==> config.mk <==
export PLATFORM = sky130hd
export DESIGN_NAME = sic_top
export DESIGN_NICKNAME = d
export VERILOG_FILES = /design/src/rtl/sic_pkg.sv /design/src/rtl/sic_top.sv /design/src/rtl/sic_tick.sv
export VERILOG_INCLUDE_DIRS = /design/src /design/src/rtl
export SDC_FILE = /design/constraint.sdc
export NUM_CORES = 1
export LEC_CHECK = 0
export BUFFER_PORTS_ARGS = -buffer_cell sky130_fd_sc_hd__buf_2
export CAP_MARGIN = 10
export CORE_UTILIZATION = 47
export DETAILED_ROUTE_END_ITERATION = 8
export PLACE_DENSITY = 0.76
export SETUP_SLACK_MARGIN = 0.05
export SYNTH_ARGS = -nofsm -noshare
export SYNTH_HDL_FRONTEND = slang
export SYNTH_SLANG_ARGS = --single-unit
==> constraint.sdc <==
create_clock -name i_clock -period 3.5 [get_ports i_clock]
set_input_delay 1.05 -clock i_clock [delete_from_list [all_inputs] [get_ports i_clock]]
set_output_delay 1.05 -clock i_clock [all_outputs]
set_load 0.01 [all_outputs]
==> src/rtl/sic_params.svh <==
// timing and format constants for the service and indicator control block
`ifndef SIC_PARAMS_SVH
`define SIC_PARAMS_SVH
`define SIC_CLK_HZ 250000000
`define SIC_SERVICE_BAUD 38400
`define SIC_SERVICE_DATA_BITS 4'h8
`define SIC_SERVICE_PARITY_NONE 2'h0
`define SIC_SERVICE_STOP_BITS 2'h1
`define SIC_TICK_US 1000
`define SIC_TICK_CYCLES ((`SIC_CLK_HZ / 1000000) * `SIC_TICK_US)
`define SIC_TOOL_MS 1000
`define SIC_CMD_MS 500
`define SIC_FAULT_MS 250
`define SIC_REBOOT_MS 5000
`endif

==> src/rtl/sic_pkg.sv <==
// types shared by the service and indicator control block
package sic_pkg;
    // serial port format: baud rate, data bits, parity code, stop bits
    typedef struct packed {
        logic [23:0] baud;
        logic [3:0] data_bits;
        logic [1:0] parity;
        logic [1:0] stop_bits;
    } sic_uart_cfg_t;

    // operating condition reported by the module core
    typedef struct packed {
        logic fault;
        logic tool_conn;
        logic cmd_escape;
        logic transmitting;
        logic tx_event;
        logic light_sleep;
        logic receiving;
    } sic_cond_t;

    typedef enum logic [6:0] {
        SIC_IND_SEARCH = 7'h01,
        SIC_IND_RECV   = 7'h02,
        SIC_IND_SLEEP  = 7'h04,
        SIC_IND_TX     = 7'h08,
        SIC_IND_TOOL   = 7'h10,
        SIC_IND_CMD    = 7'h20,
        SIC_IND_FAULT  = 7'h40
    } sic_ind_t;
endpackage

==> src/rtl/sic_top.sv <==
// service pin override and condition indicator sequencing
//
// Behaviour
// - service input low forces primary serial port to 38400 baud, 8N1
// - service input never touches stored settings, only format and command set enable
// - service input high restores configured serial port settings
// - command set counts as enabled while service input is low
// - indicator statically high while searching for a new frame
// - indicator low for the whole of each received frame
// - indicator statically low in light sleep state
// - indicator toggles at each transmission interval while transmitting
// - indicator toggles every 1 s while a configuration tool is connected
// - indicator toggles every 500 ms when command mode off but escape-enabled
// - indicator toggles every 250 ms on fault; fault code stays readable
// - fault blocks radio transmit and receive, reboot 5 s after entry
//
// intervals are counted in millisecond enables, so a first blink may run
// one tick short; steady indications never look at the blink timer
`timescale 1ns/100ps
`default_nettype none
`include "sic_params.svh"
module sic_top #(
    parameter int TICK_CYCLES = `SIC_TICK_CYCLES,
    parameter int TOOL_MS = `SIC_TOOL_MS,
    parameter int CMD_MS = `SIC_CMD_MS,
    parameter int FAULT_MS = `SIC_FAULT_MS,
    parameter int REBOOT_MS = `SIC_REBOOT_MS
) (
    input wire logic i_clock,
    input wire logic i_reset_n,
    input wire logic i_service_n,
    input wire sic_pkg::sic_uart_cfg_t i_cfg_uart,
    input wire logic i_cfg_cmd_enable,
    input wire sic_pkg::sic_cond_t i_cond,
    input wire logic [7:0] i_fault_code,
    output sic_pkg::sic_uart_cfg_t o_primary_host_serial_port,
    output logic o_vendor_config_command_set,
    output logic o_service_active,
    output logic o_indicator,
    output logic o_radio_block,
    output logic o_reboot,
    output logic [7:0] o_fault_code
);
    import sic_pkg::*;

    // fixed service format: 38400 baud, eight data bits, no parity, one stop bit
    localparam sic_uart_cfg_t SERVICE_CFG = '{
        baud: 24'(`SIC_SERVICE_BAUD),
        data_bits: `SIC_SERVICE_DATA_BITS,
        parity: `SIC_SERVICE_PARITY_NONE,
        stop_bits: `SIC_SERVICE_STOP_BITS
    };
    // one width for both timers; limitation: no blink period may exceed the reboot count
    localparam int TW = $clog2(REBOOT_MS + 1);

    // service pin synchroniser, two flops
    logic service_meta_reg;
    logic service_sync_reg;

    // millisecond enable from the divider
    logic ms_tick;

    // indication shown now and the one the conditions ask for
    sic_ind_t ind_reg;
    sic_ind_t ind_next;

    // blink timer and its reload for the current indication
    logic [TW-1:0] blink_reg;
    logic [TW-1:0] half_period;

    // reboot timer and the once-per-episode latch
    logic [TW-1:0] reboot_reg;
    logic fault_seen_reg;

    sic_tick #(
        .TICK_CYCLES(TICK_CYCLES)
    ) u_tick (
        .i_clock(i_clock),
        .i_reset_n(i_reset_n),
        .o_ms_tick(ms_tick)
    );

    // pin comes from the host, so two flops; idle high like the pull-up
    always_ff @(posedge i_clock or negedge i_reset_n) begin
        if (!i_reset_n) begin
            service_meta_reg <= 1'b1;
            service_sync_reg <= 1'b1;
        end else begin
            service_meta_reg <= i_service_n;
            service_sync_reg <= service_meta_reg;
        end
    end

    // format override and forced command set; stored config is passed through untouched
    always_ff @(posedge i_clock or negedge i_reset_n) begin
        if (!i_reset_n) begin
            o_primary_host_serial_port <= SERVICE_CFG;
            o_vendor_config_command_set <= 1'b0;
            o_service_active <= 1'b0;
        end else begin
            o_service_active <= !service_sync_reg;
            if (!service_sync_reg) begin
                o_primary_host_serial_port <= SERVICE_CFG;
            end else begin
                o_primary_host_serial_port <= i_cfg_uart;
            end
            // stored enable passes through; service forces the set on
            o_vendor_config_command_set <= i_cfg_cmd_enable || !service_sync_reg;
        end
    end

    // indication priority, fault first
    always_comb begin
        if (i_cond.fault) begin
            ind_next = SIC_IND_FAULT;
        end else if (i_cond.tool_conn) begin
            ind_next = SIC_IND_TOOL;
        end else if (i_cond.cmd_escape) begin
            ind_next = SIC_IND_CMD;
        end else if (i_cond.transmitting) begin
            ind_next = SIC_IND_TX;
        end else if (i_cond.light_sleep) begin
            ind_next = SIC_IND_SLEEP;
        end else if (i_cond.receiving) begin
            ind_next = SIC_IND_RECV;
        end else begin
            ind_next = SIC_IND_SEARCH;
        end
    end

    // reload for the blink timer; steady indications never use it
    always_comb begin
        unique case (ind_reg)
            SIC_IND_TOOL: half_period = TW'(TOOL_MS);
            SIC_IND_CMD: half_period = TW'(CMD_MS);
            SIC_IND_FAULT: half_period = TW'(FAULT_MS);
            default: half_period = TW'(FAULT_MS);
        endcase
    end

    // registered indication, compared with the next to restart the blink timer
    always_ff @(posedge i_clock or negedge i_reset_n) begin
        if (!i_reset_n) begin
            ind_reg <= SIC_IND_SEARCH;
        end else begin
            ind_reg <= ind_next;
        end
    end

    // indicator level; blink timer restarts on every change of indication
    always_ff @(posedge i_clock or negedge i_reset_n) begin
        if (!i_reset_n) begin
            o_indicator <= 1'b1;
            blink_reg <= '0;
        end else if (ind_next != ind_reg) begin
            blink_reg <= '0;
            unique case (ind_next)
                SIC_IND_SEARCH: o_indicator <= 1'b1;
                SIC_IND_RECV: o_indicator <= 1'b0;
                SIC_IND_SLEEP: o_indicator <= 1'b0;
                default: o_indicator <= !o_indicator;
            endcase
        end else begin
            unique case (ind_reg)
                SIC_IND_SEARCH: o_indicator <= 1'b1;
                SIC_IND_RECV: o_indicator <= 1'b0;
                SIC_IND_SLEEP: o_indicator <= 1'b0;
                SIC_IND_TX: begin
                    // one toggle per transmitted packet
                    if (i_cond.tx_event) begin
                        o_indicator <= !o_indicator;
                    end
                end
                default: begin
                    if (ms_tick) begin
                        // interval measured level change to level change
                        if (blink_reg == half_period - 1'b1) begin
                            blink_reg <= '0;
                            o_indicator <= !o_indicator;
                        end else begin
                            blink_reg <= blink_reg + 1'b1;
                        end
                    end
                end
            endcase
        end
    end

    // fault: radio blocked at once, reboot pulse 5 s after entry
    always_ff @(posedge i_clock or negedge i_reset_n) begin
        if (!i_reset_n) begin
            reboot_reg <= '0;
            fault_seen_reg <= 1'b0;
            o_reboot <= 1'b0;
            o_radio_block <= 1'b0;
        end else begin
            o_radio_block <= i_cond.fault;
            o_reboot <= 1'b0;
            // a dropped fault rearms the timer for the next episode
            if (!i_cond.fault) begin
                reboot_reg <= '0;
                fault_seen_reg <= 1'b0;
            end else if (!fault_seen_reg && ms_tick) begin
                if (reboot_reg == TW'(REBOOT_MS - 1)) begin
                    fault_seen_reg <= 1'b1; // single pulse per fault entry
                    o_reboot <= 1'b1;
                end else begin
                    reboot_reg <= reboot_reg + 1'b1;
                end
            end
        end
    end

    // fault code held so tools can read it across the fault
    always_ff @(posedge i_clock or negedge i_reset_n) begin
        if (!i_reset_n) begin
            o_fault_code <= 8'h00;
        end else if (i_cond.fault) begin
            o_fault_code <= i_fault_code;
        end
    end
endmodule
`default_nettype wire

==> src/rtl/sic_tick.sv <==
// millisecond tick divider for the indicator and reboot timers
`timescale 1ns/100ps
`default_nettype none
`include "sic_params.svh"
module sic_tick #(
    parameter int TICK_CYCLES = `SIC_TICK_CYCLES
) (
    input wire logic i_clock,
    input wire logic i_reset_n,
    output logic o_ms_tick
);
    localparam int CW = $clog2(TICK_CYCLES + 1);
    logic [CW-1:0] count_reg;

    // one-cycle enable every millisecond; the only slow rate in the block
    always_ff @(posedge i_clock or negedge i_reset_n) begin
        if (!i_reset_n) begin
            count_reg <= '0;
            o_ms_tick <= 1'b0;
        end else if (count_reg == CW'(TICK_CYCLES - 1)) begin
            count_reg <= '0;
            o_ms_tick <= 1'b1;
        end else begin
            count_reg <= count_reg + 1'b1;
            o_ms_tick <= 1'b0;
        end
    end
endmodule
`default_nettype wire

; ---- Word-level counts from Yosys, hierarchy flattened
; Cells that the tools add are included.
[totals]
reg_bits = 100
output_inout_bits = 45
[classes]
addsub = 4
eq_ne = 18
mux = 29
n_reduce_logical = 15
[ops]
columns = op, count
row1 = 2-to-1 mux 13 bit, 7
row2 = 2-to-1 mux 32 bit, 1
row3 = adder 13 x 1 -> 13 bit (second input constant), 2
row4 = case mux 10 bit (2 select lines), 1
row5 = adder 18 x 1 -> 18 bit (second input constant), 1
row6 = == test 18 bit (second input constant), 1
row7 = 2-to-1 mux 18 bit, 1
row8 = == test 7 x 1 -> 1 bit (second input constant), 2
row9 = == test 7 x 2 -> 1 bit (second input constant), 2
row10 = == test 7 x 3 -> 1 bit (second input constant), 2
row11 = == test 13 bit, 1
row12 = == test 13 bit (second input constant), 1
row13 = subtractor 13 x 1 -> 13 bit (second input constant), 1
row14 = 2-to-1 mux 6 bit, 2
row15 = 2-to-1 mux 1 bit, 11
row16 = nonzero test 5 bit, 2
row17 = == test 7 x 4 -> 1 bit (second input constant), 1
row18 = == test 7 x 5 -> 1 bit (second input constant), 1
row19 = == test 7 x 6 -> 1 bit (second input constant), 1
row20 = 2-to-1 mux 7 bit, 1
row21 = inequality test 7 bit, 1
row22 = inequality test 2 x 1 -> 1 bit (second input constant), 3
row23 = AND reduction 2 bit, 3
row24 = 2-to-1 mux 4 bit, 1
row25 = other kinds (13), 16

; ---- Depth between registers and ports, before layout
[depth]
word_depth = 10
ltp_mapped = 11
depth_no_buf = 10

; ---- Hierarchy
; A second synthesis with hierarchy kept.
[hier_totals]
cells_unflattened = 394
hier_area_um2 = 4479.3
[by_module_without_submodules]
columns = mod, n_inst, cells_each, area_each_um2, seq_area_each_um2
row1 = sic_top, 1, 313, 3564.7, 2014.4
row2 = sic_tick, 1, 81, 914.6, 475.5

; ---- Worst setup path after synthesis
; OpenSTA, ideal clock, no wires.
[synth_timing]
kind = reg2reg
start = reg ind_reg[1]
end = reg blink_reg[12]
t_arrival_ns = 2.603
t_required_ns = 3.363
path_slack_ns = 0.760
stages_incl_launch_ff = 11
period_less_slack_ns = 2.740
path_cell_list = dfrtp_1 or4_1 nor3_1 inv_1 ha_1 and3b_1 a31oi_1 a21oi_1 nand2_2 o21ai_1 nor2_1
[synth_between]
elab_chain_len = 8
[synth_rtl]
columns = element, line
row1 = from (decl), sic_top.sv:64  ; sic_ind_t ind_reg;
row2 = from (signal assigned), sic_top.sv:146  ; ind_reg <= ind_next;
row3 = == test 7 x 6 -> 1 bit or == test 7 x 5 -> 1 bit (tied branches), sic_top.sv:133  ; unique case (ind_reg)
row4 = case mux 10 bit (2 select lines), sic_top.sv:133
row5 = subtractor 13 x 1 -> 13 bit, sic_top.sv:177  ; if (blink_reg == half_period - 1'b1) begin
row6 = == test 13 bit, sic_top.sv:177
row7 = 2-to-1 mux 13 bit, sic_top.sv:177
row8 = 2-to-1 mux 13 bit, sic_top.sv:175  ; if (ms_tick) begin
row9 = 2-to-1 mux 13 bit, sic_top.sv:164  ; unique case (ind_reg)
row10 = 2-to-1 mux 13 bit, sic_top.sv:155  ; end else if (ind_next != ind_reg) begin
row11 = to (signal assigned), sic_top.sv:181  ; blink_reg <= blink_reg + 1'b1;
row12 = to (decl), sic_top.sv:68  ; logic [TW-1:0] blink_reg;
; Parallel ways exist; a longest one is shown, timed or not. The select of a mux whose other input is x is not followed.
; A chain may end at the register's enable or synchronous reset.

; ---- Worst setup path in the final report
[layout_timing]
start = reg ind_reg[1]
end = reg blink_reg[7]
; The elaborated chain is that of the path after synthesis.

==> impl_metrics.yaml <==
outcome:
  outcome: "finished, final reports clean"
timing:
  rsz0062_at_grt: "no"
  hold_viol: 0
  slew_headroom_pct: 49.7
  clock_skew_ps: 9.15
  period_share_pct: 88.9
  timing.hold.ws_ps: 360
  final.min_clock_period_ps: 3110
  setup_viol: 0
  drv_slew: 0
  layout_setup_ws_ps: 388
  worst_slew_pin_slew_ps: 748
  fmax_mhz: 321
  finalSetupTns_ps: 0
power_and_ir_drop:
  power.leakage_uw: 0.00247
  peakVddDrop_uv: 255
  p_per_area_nw_per_um2: 407
synth:
  synth.yosys.seq_area_share_pct: 56.1
  async_flop_share_pct: 100
  synthesis.nets: 456
  synth-seq-cells: 99
  synthFlopType: "dfrtp_1"
  synth-edff-count: 0
  syn_area_sq_um: 4440
  yosysWarnings: 0
  yosysUniqueCellTypes: 53
  syn_area_per_cell_sq_um: 11.1
  syn_inst: 398
cts:
  clk_pin_slew_worst_paths_ps: 100
  h-tree-depth: 3
  clock_latency_ps: 350
  cts_setup_buffers: 0
  cts_buffers: 9
  clock-sinks: 99
  root_buffer: "clkbuf_8"
  cts_tree: "yes"
  ctsResizeCount: 0
  cts_hold_buf: 0
  cts_buffer_depth: 2
grt:
  track_usage_pct: 18.7
  grt_pass1_wl_microns: 14700
  grt_pass1_vias: 3289
  antenna_found_initial: 1
  grt_max_degree: 53
  grt_overflow: 0
job:
  cap_violations: 0
floorplanning:
  start_util_pct: 48.2
  dieHeight_microns: 99.2
  core_area_sq_um: 9200
  io_pins: 96
  dieWidth_microns: 99.2
  die-area_sq_um: 9830
  placementRows: 35
setup_path:
  endpoint_kind: "flop"
  worstPathArrival_ps: 3330
  critPathMaxFanout: 8
  worstPathRequired_ps: 3720
  cp-start-kind: "flop"
  rr_worst_depth: 10
  critPathKind: "flop to flop"
placement:
  port_buffers: 95
  gp_congestion: 0.787
  dp_worst_setup_slack_ps: 372
  place_hpwl_microns: 6290
final_layout:
  final_common_cell: "buf_2"
  nFillCells: 790
  largest_reg_flops: 32
  layout-drive-gt1-share_pct: 28.7
  num-nets-final: 555
  final_cell_mix: "buf_2 (94), dfrtp_1 (89), and2_1 (42)"
  area_growth_pct: 18.2
hold_path:
  holdPathStages: 0
  holdCritPathClass: "flop to flop"
detailed_routing:
  via_per_inst: 5.34
  routed_wl_microns: 8720
  drt_iter0_markers: 127
  dr.pass1.iters: 4
  drc: 0
  ant_nets: 0
  wl_per_cell_microns: 14.2
  vias: 3276
-- metrics by stage --
stage               utilization, %  instances  power [uW]  cell area [sq um]
floorplan                        -        398        1340               4440
global placement              54.9        597        1450               5040
detailed placement            54.9        597        1450               5040
CTS                           57.0        613        2160               5240
global route                  57.0        613        2230               5240
finish                        57.0        614        2130               5240
-- synth_stat cells, types with 5 or more instances --
cell type	number	area share, %
and2_1	42	5.9
dfstp_2	10	5.9
nand2_1	24	2.0
inv_1	9	0.76
nor2b_1	8	1.1
nor2_1	30	2.5
and3_1	5	0.71
dfrtp_1	89	50
a31oi_1	8	1.1
nand3_1	21	2.4
nor4b_1	6	1.2
clkbuf_1	5	0.42
xor2_1	15	3.0
mux2_2	9	2.3
a21oi_1	12	1.4
nand4_1	8	1.1
xnor2_1	20	3.9
nor4_1	7	0.99
o21ai_0	7	0.79
nand2b_1	10	1.4
ha_1	7	2.0
-- metal layers --
| layer | global-route usage, % | share of wire, % | up-vias | routed length, microns |
|---|---|---|---|---|
| met2 | 31.0 | 48 | 94 | 4160 |
| met4 | 7.35 | 1.3 | 0 | 112 |
| met3 | 5.90 | 7.8 | 9 | 681 |
| met1 | 22.9 | 43 | 1595 | 3770 |
| met5 | 0 | 0 | - | 0 |
| li1 | - | - | 1578 | - |
-- where the power goes --
part / total [uW] / switching [uW] / internal, uW
clock network: 707 / 415 / 292
logic: 206 / 110 / 95.5
registers: 1220 / 28.2 / 1190
-- area by class of cell --
cell class                      instances  area, sq um  area share, %
Sequential cell                        99         2490           47.5
Multi-Input combinational cell        281         1880           35.8
Timing Repair Buffer                   97          505           9.64
Tap cell                              111          139           2.65
Clock buffer                           10          138           2.62
Clock inverter                          6         58.8           1.12
Inverter                                9         33.8          0.644
Antenna cell                            1         2.50         0.0477
-- worst max-delay path, stage by stage, from the launching register on --
cell     delay, ps
dfrtp_1        450
or4_1          570
nor3_1         340
inv_1          110
ha_1           210
and3b_1        230
a31oi_1         80
a21oi_1        260
nand2_2        170
o21ai_1        470
nor2_1         100
-- logic make-up (layout without fill, tap and decap cells) --
family	after synthesis	in the layout	share of synthesized area, %
muxes	11	11	2.96
xor gates and xnor gates	35	35	6.91
and+or+nand+nor	182	182	23.2
AOI/OAI and AO/OA	46	46	7.30
buffers and inverters	18	122	1.58
other	0	1	0
DFF	99	99	56.1
adders and majority gates	7	7	1.97
-- final timing paths --
path / startpoint / to / slack, ps
max: ind_reg[1] / blink_reg[7] / 390
min: service_meta_reg / service_sync_reg / 360
max reg2reg: ind_reg[1] / blink_reg[7] / 390
min reg2reg: service_meta_reg / service_sync_reg / 360
max in group asynchronous: i_reset_n / o_primary_host_serial_port[0] / 2050
min in group asynchronous: i_reset_n / o_fault_code[2] / 700
Power figures use the tool's default switching activity.
